<file path="src/ptm_pkg.sv">
`default_nettype none
package ptm_pkg;

  localparam int unsigned NUM_MATCH    = 3;
  localparam int unsigned MCR_STRIDE   = 3;
  localparam int unsigned MCR_IRQ_OFS  = 0;
  localparam int unsigned MCR_RST_OFS  = 1;
  localparam int unsigned MCR_STOP_OFS = 2;
  localparam int unsigned MCR_WIDTH    = 9;
  localparam int unsigned TCR_EN_BIT   = 0;
  localparam int unsigned TCR_RST_BIT  = 1;

  localparam logic [31:0] ADDR_FLAGS   = 32'h4001_4000;
  localparam logic [31:0] ADDR_CTRL    = 32'h4001_4004;
  localparam logic [31:0] ADDR_COUNT   = 32'h4001_4008;
  localparam logic [31:0] ADDR_PLIM    = 32'h4001_400c;
  localparam logic [31:0] ADDR_PCNT    = 32'h4001_4010;
  localparam logic [31:0] ADDR_MCR     = 32'h4001_4014;
  localparam logic [31:0] ADDR_MV0     = 32'h4001_4018;
  localparam logic [31:0] ADDR_MV1     = 32'h4001_401c;
  localparam logic [31:0] ADDR_MV2     = 32'h4001_4020;

  localparam logic [1:0]  HTRANS_NONSEQ = 2'h2;
  localparam logic        HRESP_OKAY    = 1'h0;
  localparam logic [31:0] COUNT_MAX     = 32'hffff_ffff;
  localparam logic [31:0] COUNT_ZERO    = 32'h0000_0000;

  typedef enum logic [1:0] {
    BUS_IDLE,
    BUS_WRITE,
    BUS_RD_WAIT,
    BUS_RD_DONE
  } ptm_bus_t;

  typedef enum logic [3:0] {
    REG_NONE,
    REG_FLAGS,
    REG_CTRL,
    REG_COUNT,
    REG_PLIM,
    REG_PCNT,
    REG_MCR,
    REG_MV0,
    REG_MV1,
    REG_MV2
  } ptm_reg_t;

  typedef struct packed {
    logic                            en;
    logic                            counter_reset_bit;
    logic [31:0]                     tc;
    logic [31:0]                     pc;
    logic [31:0]                     pr;
    logic [MCR_WIDTH-1:0]            match_action_control;
    logic [NUM_MATCH-1:0][31:0]      mr;
    logic [NUM_MATCH-1:0]            flags;
    logic [NUM_MATCH-1:0]            prev;
    ptm_bus_t                        bus;
    ptm_reg_t                        sel;
    logic [31:0]                     rdata;
  } ptm_state_t;

  localparam ptm_state_t STATE_RESET = '0;

  function automatic ptm_reg_t reg_decode(input logic [31:0] a);
    case (a)
      ADDR_FLAGS: return REG_FLAGS;
      ADDR_CTRL:  return REG_CTRL;
      ADDR_COUNT: return REG_COUNT;
      ADDR_PLIM:  return REG_PLIM;
      ADDR_PCNT:  return REG_PCNT;
      ADDR_MCR:   return REG_MCR;
      ADDR_MV0:   return REG_MV0;
      ADDR_MV1:   return REG_MV1;
      ADDR_MV2:   return REG_MV2;
      default:    return REG_NONE;
    endcase
  endfunction

endpackage
`default_nettype wire

</file>
<file path="src/ptm_match_if.sv">
`timescale 1ns/1ps
`default_nettype none
interface ptm_match_if;
  logic [31:0]                              tc;
  logic [ptm_pkg::NUM_MATCH-1:0][31:0]      mr;
  logic [ptm_pkg::MCR_WIDTH-1:0]            match_action_control;
  logic [ptm_pkg::NUM_MATCH-1:0]            prev;
  logic [ptm_pkg::NUM_MATCH-1:0]            eq;
  logic [ptm_pkg::NUM_MATCH-1:0]            irq_set;
  logic                                     reset_hit;
  logic                                     stop_hit;

  modport core (output tc, mr, match_action_control, prev,
                input  eq, irq_set, reset_hit, stop_hit);
  modport unit (input  tc, mr, match_action_control, prev,
                output eq, irq_set, reset_hit, stop_hit);
endinterface
`default_nettype wire

</file>
<file path="src/ptm_match_unit.sv">
`timescale 1ns/1ps
`default_nettype none
module ptm_match_unit (
  ptm_match_if.unit mif
);

  logic [ptm_pkg::NUM_MATCH-1:0] fire;
  logic [ptm_pkg::NUM_MATCH-1:0] rst_v;
  logic [ptm_pkg::NUM_MATCH-1:0] stop_v;

  for (genvar i = 0; i < ptm_pkg::NUM_MATCH; i++)
  begin : g_ch
    localparam int unsigned B = i * ptm_pkg::MCR_STRIDE;
    assign mif.eq[i] = (mif.mr[i] == mif.tc);
    // Act once on entry to equality, so a cleared flag stays cleared
    assign fire[i]   = mif.eq[i] & ~mif.prev[i];
    assign mif.irq_set[i] = fire[i] & mif.match_action_control[B + ptm_pkg::MCR_IRQ_OFS];
    assign rst_v[i]  = fire[i] & mif.match_action_control[B + ptm_pkg::MCR_RST_OFS];
    assign stop_v[i] = fire[i] & mif.match_action_control[B + ptm_pkg::MCR_STOP_OFS];
  end

  assign mif.reset_hit = |rst_v;
  assign mif.stop_hit  = |stop_v;

endmodule // ptm_match_unit
`default_nettype wire

</file>
<file path="src/ptm_timer.sv">
`timescale 1ns/1ps
`default_nettype none
// What this block does
// - Main count is 32 bits, advancing only at prescale terminal value.
// - Main count wraps from all ones to zero on next increment.
// - Main count wrap raises no flag; use a match channel instead.
// - Prescale limit register sets highest prescale count value.
// - Prescale counter increments every clock while counting is enabled.
// - At limit, main count increments and prescale counter returns to zero.
// - Main count advances once every limit plus one clocks.
// - Match control bits 0,3,6 let a match set channel flags.
// - Match control bits 1,4,7 let a match reset the main count.
// - Bits 2,5,8 let a match halt counters and clear enable.
// - Counters advance only while control enable bit 0 is one.
// - While control bit 1 is one both counters clear each edge.
// - Flags read one when pending; write one clears, zero keeps.
// - Match values are compared with main count continuously.
module ptm_timer (
  input  wire  logic        hclk,
  input  wire  logic        hresetn,
  input  wire  logic        hsel,
  input  wire  logic [31:0] haddr,
  input  wire  logic [1:0]  htrans,
  input  wire  logic        hwrite,
  input  wire  logic [2:0]  hsize,
  input  wire  logic [31:0] hwdata,
  input  wire  logic        hready,
  output logic              hreadyout,
  output logic [31:0]       hrdata,
  output logic              hresp,
  output logic [2:0]        match_flags
);

  ptm_pkg::ptm_state_t st;
  ptm_pkg::ptm_state_t nx;

  logic                          ce;
  logic                          term;
  logic                          addr_ok;
  logic                          wr_en;
  logic [ptm_pkg::NUM_MATCH-1:0] clr;
  logic                          wr_cnt;
  logic [31:0]                   rd_val;

  ptm_match_if mif ();

  ptm_match_unit u_match (
    .mif (mif.unit)
  );

  assign mif.tc   = st.tc;
  assign mif.mr   = st.mr;
  assign mif.match_action_control  = st.match_action_control;
  assign mif.prev = st.prev;

  assign ce      = st.en & ~st.counter_reset_bit;
  assign term    = (st.pc == st.pr);
  // Only whole-word single transfers are used; hsize is not checked
  assign addr_ok = hsel & hready & (htrans == ptm_pkg::HTRANS_NONSEQ);
  assign wr_en   = (st.bus == ptm_pkg::BUS_WRITE);
  assign wr_cnt  = wr_en & ((st.sel == ptm_pkg::REG_COUNT) |
                            (st.sel == ptm_pkg::REG_PCNT));

  assign clr = (wr_en && st.sel == ptm_pkg::REG_FLAGS) ?
               hwdata[ptm_pkg::NUM_MATCH-1:0] : 3'h0;

  // Reads take one wait state so they see writes of the prior transfer
  assign hreadyout   = (st.bus != ptm_pkg::BUS_RD_WAIT);
  assign hrdata      = st.rdata;
  assign hresp       = ptm_pkg::HRESP_OKAY;
  assign match_flags = st.flags;

  always_comb
  begin
    rd_val = 32'h0;
    case (st.sel)
      ptm_pkg::REG_FLAGS: rd_val = {29'h0, st.flags};
      ptm_pkg::REG_CTRL:  rd_val = {30'h0, st.counter_reset_bit, st.en};
      ptm_pkg::REG_COUNT: rd_val = st.tc;
      ptm_pkg::REG_PLIM:  rd_val = st.pr;
      ptm_pkg::REG_PCNT:  rd_val = st.pc;
      ptm_pkg::REG_MCR:   rd_val = {23'h0, st.match_action_control};
      ptm_pkg::REG_MV0:   rd_val = st.mr[0];
      ptm_pkg::REG_MV1:   rd_val = st.mr[1];
      ptm_pkg::REG_MV2:   rd_val = st.mr[2];
      default:            rd_val = 32'h0;
    endcase
  end

  always_comb
  begin
    nx = st;
    nx.prev = mif.eq;

    // Set wins over a clear in the same cycle
    nx.flags = (st.flags & ~clr) | mif.irq_set;

    case (st.bus)
      ptm_pkg::BUS_RD_WAIT:
      begin
        nx.rdata = rd_val;
        nx.bus   = ptm_pkg::BUS_RD_DONE;
      end
      ptm_pkg::BUS_IDLE, ptm_pkg::BUS_WRITE, ptm_pkg::BUS_RD_DONE:
      begin
        if (addr_ok)
        begin
          nx.sel = ptm_pkg::reg_decode(haddr);
          nx.bus = hwrite ? ptm_pkg::BUS_WRITE : ptm_pkg::BUS_RD_WAIT;
        end
        else
        begin
          nx.sel = ptm_pkg::REG_NONE;
          nx.bus = ptm_pkg::BUS_IDLE;
        end
      end
      default:
      begin
        nx.bus = ptm_pkg::BUS_IDLE;
      end
    endcase

    if (wr_en)
    begin
      case (st.sel)
        ptm_pkg::REG_CTRL:
        begin
          nx.en   = hwdata[ptm_pkg::TCR_EN_BIT];
          nx.counter_reset_bit = hwdata[ptm_pkg::TCR_RST_BIT];
        end
        ptm_pkg::REG_PLIM: nx.pr = hwdata;
        ptm_pkg::REG_MCR:  nx.match_action_control = hwdata[ptm_pkg::MCR_WIDTH-1:0];
        ptm_pkg::REG_MV0:  nx.mr[0] = hwdata;
        ptm_pkg::REG_MV1:  nx.mr[1] = hwdata;
        ptm_pkg::REG_MV2:  nx.mr[2] = hwdata;
        default:           nx.mr = st.mr;
      endcase
    end

    // Hardware stop overrides a same-cycle software enable
    if (mif.stop_hit)
    begin
      nx.en = 1'b0;
    end

    if (st.counter_reset_bit)
    begin
      // Reset bit beats bus writes and matches
      nx.tc = ptm_pkg::COUNT_ZERO;
      nx.pc = ptm_pkg::COUNT_ZERO;
    end
    else
    begin
      if (ce && !mif.stop_hit)
      begin
        if (term)
        begin
          nx.pc = ptm_pkg::COUNT_ZERO;
          nx.tc = st.tc + 32'h1;
        end
        else
        begin
          nx.pc = st.pc + 32'h1;
        end
      end
      if (mif.reset_hit)
      begin
        nx.tc = ptm_pkg::COUNT_ZERO;
      end
      if (wr_en && st.sel == ptm_pkg::REG_COUNT)
      begin
        nx.tc = hwdata;
      end
      if (wr_en && st.sel == ptm_pkg::REG_PCNT)
      begin
        nx.pc = hwdata;
      end
    end
  end

  always_ff @(posedge hclk or negedge hresetn)
  begin
    if (!hresetn)
    begin
      st <= ptm_pkg::STATE_RESET;
    end
    else
    begin
      st <= nx;
    end
  end

  logic quiet;
  logic [2:0] irq_gate;

  assign quiet    = ce & ~mif.reset_hit & ~mif.stop_hit & ~wr_cnt &
                    ~(wr_en && st.sel == ptm_pkg::REG_CTRL);
  assign irq_gate = mif.irq_set;
endmodule // ptm_timer
`default_nettype wire
</file>
<file path="config.mk">
export PLATFORM = sky130hd
export DESIGN_NAME = ptm_timer
export DESIGN_NICKNAME = d
export VERILOG_FILES = /design/src/ptm_pkg.sv /design/src/ptm_match_if.sv /design/src/ptm_match_unit.sv /design/src/ptm_timer.sv
export SDC_FILE = /design/constraint.sdc
export NUM_CORES = 1
export LEC_CHECK = 0
export BUFFER_PORTS_ARGS = -buffer_cell sky130_fd_sc_hd__clkbuf_2
export CAP_MARGIN = 20
export CORE_ASPECT_RATIO = 1.25
export CORE_MARGIN = 3
export CORE_UTILIZATION = 55
export CTS_CLUSTER_DIAMETER = 80
export DETAILED_ROUTE_END_ITERATION = 12
export PLACE_DENSITY = 0.77
export SKIP_CTS_REPAIR_TIMING = 1
export SYNTH_ARGS = -nofsm -noshare
export SYNTH_HDL_FRONTEND = slang
export SYNTH_SLANG_ARGS = --single-unit
</file>
<file path="constraint.sdc">
create_clock -name hclk -period 2.8 [get_ports hclk]
set_clock_uncertainty 0.05 [all_clocks]
set_input_delay 0.56 -clock hclk [delete_from_list [all_inputs] [get_ports hclk]]
set_output_delay 0.56 -clock hclk [all_outputs]
set_load 0.02 [all_outputs]
</file>
After elaboration in Yosys (flattened, before gate mapping)
Index checks and enable logic that the tools add are counted.
W data, S select, Z words.

storage, ports and cells
  register bits after elaboration = 247
  logic and storage cells = 103

cells by class
  add/subtract/negate cells = 2
  equal/unequal tests = 27
  multiplexer cells = 16
  bitwise operators = 22
  reductions and logical operators = 22

operators by type and width
  cell                     count
  $eq A32 B31 Y1 const B   9
  $pmux W32 S9             1
  $mux W32                 5
  $eq A32 B32 Y1           4
  $mux W64                 2
  $add A32 B1 Y32 const B  2
  $pmux W4 S9              1
  $eq A4 B3 Y1 const B     4
  $reduce_and A2 Y1        8
  $and A1 B1 Y1            15
  $reduce_or A3 Y1         3
  $eq A4 B2 Y1 const B     2
  $eq A4 B4 Y1 const B     2
  $reduce_bool A4 Y1       2
  $eq A2 B2 Y1 const B     3
  $mux W2                  3
  $mux W6                  1
  $eq A4 B1 Y1 const B     1
  $logic_and A1 B1 Y1      4
  $not A1 Y1               4
  $pmux W2 S2              1
  $reduce_bool A2 Y1       2
  $and A3 B3 Y3            1
  $mux W3                  1
  other kinds (8)          8

Longest topological paths before layout
  depth in word-level cells = 10
  mapped depth = 12
  gate-level depth less buffers = 8

Cells and area by module
Synthesis repeated with hierarchy kept, for this count alone.

unflattened totals
  cell total of the unflattened synthesis = 1429
  area, all modules = 14462.6 µm²

modules (own cells, without submodules)
  module          times used  cells each  area an instance (µm²)  sequential area each (µm²)
  ptm_timer       1           1286        13320.3                 6180.9
  ptm_match_unit  1           143         1142.3                  0.0

Worst setup path before layout
No wires, ideal clock.

  kind = reg2reg
  start = reg st (netlist bit mif.tc[0])
  end = reg st[192] in the netlist's numbering
  setup time = 0.125 ns
  data arrival time = 2.563 ns
  data required time = 2.625 ns
  path slack = 0.062 ns
  cell stages (with the launch flop) = 12
  cell sequence = dfrtp_1 -> buf_2 -> xor2_1 -> nor4_1 -> nand2_1 -> or4_1 -> o21a_2 -> a311oi_4 -> or2_1 -> buf_4 -> buf_4 -> o21ai_1

on the way
  cells in the longest elaborated chain, start to end = 7

ends and longest elaborated chain
  what                              line                  source
  start, declared                   ptm_timer.sv:34       ptm_pkg::ptm_state_t st;
  start signal, assigned            ptm_timer.sv:185      st <= ptm_pkg::STATE_RESET;
  start signal, assigned            ptm_timer.sv:189      st <= nx;
  $eq A32 B32 Y1                    ptm_match_unit.sv:14  assign mif.eq[i] = (mif.mr[i] == mif.tc);
  $and A1 B1 Y1                     ptm_match_unit.sv:16  assign fire[i] = mif.eq[i] & ~mif.prev[i];
  $and A1 B1 Y1                     ptm_match_unit.sv:19  assign stop_v[i] = fire[i] & mif.match_action_control[B + ptm_pkg::MCR_STOP_OFS];
  $reduce_or A3 Y1 (*)              ptm_match_unit.sv:23  assign mif.stop_hit = |stop_v;
  $logic_not A1 Y1 (*)              ptm_timer.sv:154      if (ce && !mif.stop_hit)
  $logic_and A1 B1 Y1 (*)           ptm_timer.sv:154
  $reduce_bool A3 Y1 (no line) (*)  -

Every way passes the cells marked *; elsewhere a longest branch is shown, timed or not.
A chain may end at the register's enable or synchronous reset.

Worst setup path after layout
  start = reg st (netlist bit mif.tc[11])
  end = reg st (netlist bit mif.tc[11])

on the way
  cells in the longest elaborated chain, start to end = 8

ends and longest elaborated chain
  what
  parallel branches: the longest is 8 deep, another holds $add A32 B1 Y32

Several ways; the timed one is not identified. The select of a mux whose other input is x is not followed.

==> results.json <==
{
  "status": "finished, violations left",
  "violations": "negative hold slack, negative setup slack",
  "power_uw": 7760,
  "htree_levels": 1,
  "hold_ws_ns": -0.0595,
  "layout-drive-gt1-share": 0.329,
  "r2r_cells": 11,
  "syn_avg_cell_area_sq_um": 10.0,
  "pwr-share-seq": 0.482,
  "rrSetupSlack_ns": -0.26,
  "die_y_um": 185,
  "post-route-util": 0.682,
  "via_per_inst": 6.85,
  "setup_viol": 64,
  "netlist_area_sq_mm": 0.0141,
  "min_period_ns": 3.06,
  "critPathTopFamily": "simple AND/OR/NAND/NOR gates",
  "crit_required_ns": 3.19,
  "synth_fa_ha_area_frac": 0.00177,
  "pwr-share-comb": 0.064,
  "hold_class": "in -> async",
  "core_area_sq_mm": 0.0249,
  "antenna_found_initial": 0,
  "synth_compound_gate_area_share": 0.172,
  "finalCritPeriodShare": 1.09,
  "regToRegEndpoint": "mif.tc[11]$_DFFE_PN0P_",
  "ant_nets": 0,
  "powerDensity_mw_per_mm2": 457,
  "port_buffers": 106,
  "grt_max_degree": 75,
  "first_iter_violations": 1856,
  "dr.pass1.iters": 8,
  "synth_xor_area_frac": 0.0869,
  "timing.final.ws_setup_ns": -0.258,
  "syn2layout_area_growth_pct": 20.3,
  "ys_seq_elements": 247,
  "worst_setup_path_start_kind": "register",
  "maxCapViolCount": 0,
  "cts_tree": "built",
  "layout.nets": 1627,
  "drt-total-wl_mm": 51.0,
  "synth.most_common_cell": "dfrtp_1",
  "clk_pin_slew_worst_paths_ns": 0.07,
  "crit_slowest_cell": "nor4_1",
  "r2r-start": "mif.tc[11]$_DFFE_PN0P_",
  "synthArstFlopShare": 1.00,
  "synthSimpleGateAreaFrac": 0.135,
  "drt-wirelength-per-cell_um": 26.9,
  "crit_fanout": 8,
  "clkPwrFrac": 0.453,
  "synth_top_area_share": 0.438,
  "clockBufferDepth": 3,
  "grt_pass1_vias": 12356,
  "sw_frac_of_total": 0.243,
  "synth_top_family_by_area": "compound AO/OA/AOI/OAI gates",
  "start_util": 0.567,
  "yosysWarningCount": 0,
  "track_usage": 0.352,
  "netlist_top_cells_count": "dfrtp_1, xor2_1, mux2_2",
  "vias": 12990,
  "dp_hpwl_mm": 35.6,
  "diodes": 0,
  "max_stage_delay_ns": 0.44,
  "grt.overflow.total": 0,
  "p_leak_uw": 0.00805,
  "clk_latency_ns": 0.55,
  "hold_violations": 42,
  "cts-root-buf": "clkbuf_16",
  "row_count": 64,
  "vdd_drop_max_uv": 390,
  "drc": 0,
  "fin_tns_setup_ns": -11.00,
  "p_int_uw": 5880,
  "synth_area_leader_cell": "dfrtp_1",
  "die_area_sq_mm": 0.0276,
  "fmaxAchievable_ghz": 0.327,
  "numCtsBuffers": 26,
  "synthCells": 1405,
  "die_w_um": 149,
  "muxShareOfSynthArea": 0.104,
  "critPathKind": "reg -> reg",
  "crit_path_frequent_cell": "buf_4",
  "grt_pass1_wl_mm": 74.4,
  "slew_headroom": 0.281,
  "synthFlopType": "dfrtp_1",
  "cts.sinks": 247,
  "place.gp.congestion": 1.04,
  "ys_seq_area_frac": 0.438,
  "io-pin-count": 111,
  "path_buf_inv": 3,
  "p_sw_uw": 1880,
  "finalMaxSlewViolations": 0,
  "yosys.cell_types.count": 62,
  "worstPathCellList": "buf_4 > xor2_2 > nor4_1 > nand4_1 > nor3_1 > buf_4 > a21o_1 > or3b_4 > clkbuf_16 > a21oi_2 > a211oi_1",
  "synth_area_leaders": "dfrtp_1, mux2_2, xor2_1, a222oi_1, nand2_1",
  "syn_nets": 1481,
  "crit_arrival_ns": 3.45,
  "synth-edff-count": 0,
  "rsz0062_at_grt": "yes",
  "worst_pin_slew_ns": 1.07,
  "cp-end-kind": "register"
}
## area by class of cell
type / instances / area (sq um)
tap: 330 / 413
inverter: 21 / 78.8
timing repair buffer: 279 / 2130
sequential: 247 / 6190
clock buffer: 38 / 767
multi-input combinational: 976 / 7310
clock inverter: 6 / 86.3
fill: 1844 / 7930
## per-layer routing
layer | vias up | part of all wire | global-route usage
met5 | - | 0 | 0
met4 | 0 | 0.072 | 0.193
met3 | 217 | 0.11 | 0.0651
met2 | 939 | 0.46 | 0.546
met1 | 6359 | 0.36 | 0.469
li1 | 5475 | - | -
## layout by cell type (no fill, tap or decap), drive strengths merged, types with 19 or more instances in the layout
cell type  count
a21oi         55
and3          23
nor4          59
o21ai         69
a222oi        54
buf          168
mux2         129
a22o          40
a211oi        20
nand2        102
nor3          26
dfrtp        247
nand4         19
clkbuf       149
inv           21
xor2         138
nand3         40
nor2          53
## flip-flops by register name, summed over array words and instances, names as in the netlist
signal                    cells
mif.mr                       96
st                           72
hrdata                       32
mif.tc                       32
mif.match_action_control      9
match_flags                   3
mif.prev                      3
## metrics by stage
| stage | cells | area, sq um | setup WS (ns) |
|---|---|---|---|
| after floorplan | 1405 | 14100 | 0.0615 |
| after global placement | 1839 | 15700 | -0.141 |
| after detailed placement | 1839 | 15700 | -0.172 |
| after CTS | 1883 | 16500 | -0.208 |
| after global routing | 1897 | 17000 | -0.281 |
| final | 1897 | 17000 | -0.258 |
## worst max-delay path by stage
stage	endpoint	slack [ns]	from	depth (start not counted)
floorplan	st[192]$_DFFE_PN0P_	0.06	mif.tc[0]$_DFFE_PN0P_	11
global placement	st[201]$_DFFE_PN0P_	-0.14	mif.mr[13]$_DFFE_PN0P_	10
detailed placement	st[201]$_DFFE_PN0P_	-0.17	mif.mr[29]$_DFFE_PN0P_	10
CTS	st[201]$_DFFE_PN0P_	-0.21	mif.mr[13]$_DFFE_PN0P_	10
global route	mif.tc[5]$_DFFE_PN0P_	-0.28	mif.mr[4]$_DFFE_PN0P_	10
finish	mif.tc[11]$_DFFE_PN0P_	-0.26	mif.tc[11]$_DFFE_PN0P_	11
## logic make-up (layout without fill, tap and decap cells)
kind of cell | after synthesis | count (layout)
AND/OR/NAND/NOR | 373 | 373
AO/OA/AOI/OAI | 330 | 330
flip-flops | 247 | 247
buffers and inverters | 182 | 344
XOR/XNOR | 140 | 140
multiplexers | 130 | 130
adder cells (fa/ha/maj) | 2 | 2
other | 1 | 1
## power groups by stage
stage,Clock [uW],Sequential (uW),Combinational [uW]
2_1_floorplan,0,3770,201
3_3_place_gp,0,3790,472
3_5_place_dp,0,3800,485
4_1_cts,3520,3740,489
5_1_grt,3660,3750,541
6_report,3520,3740,500
(Power assumes the default switching activity.)
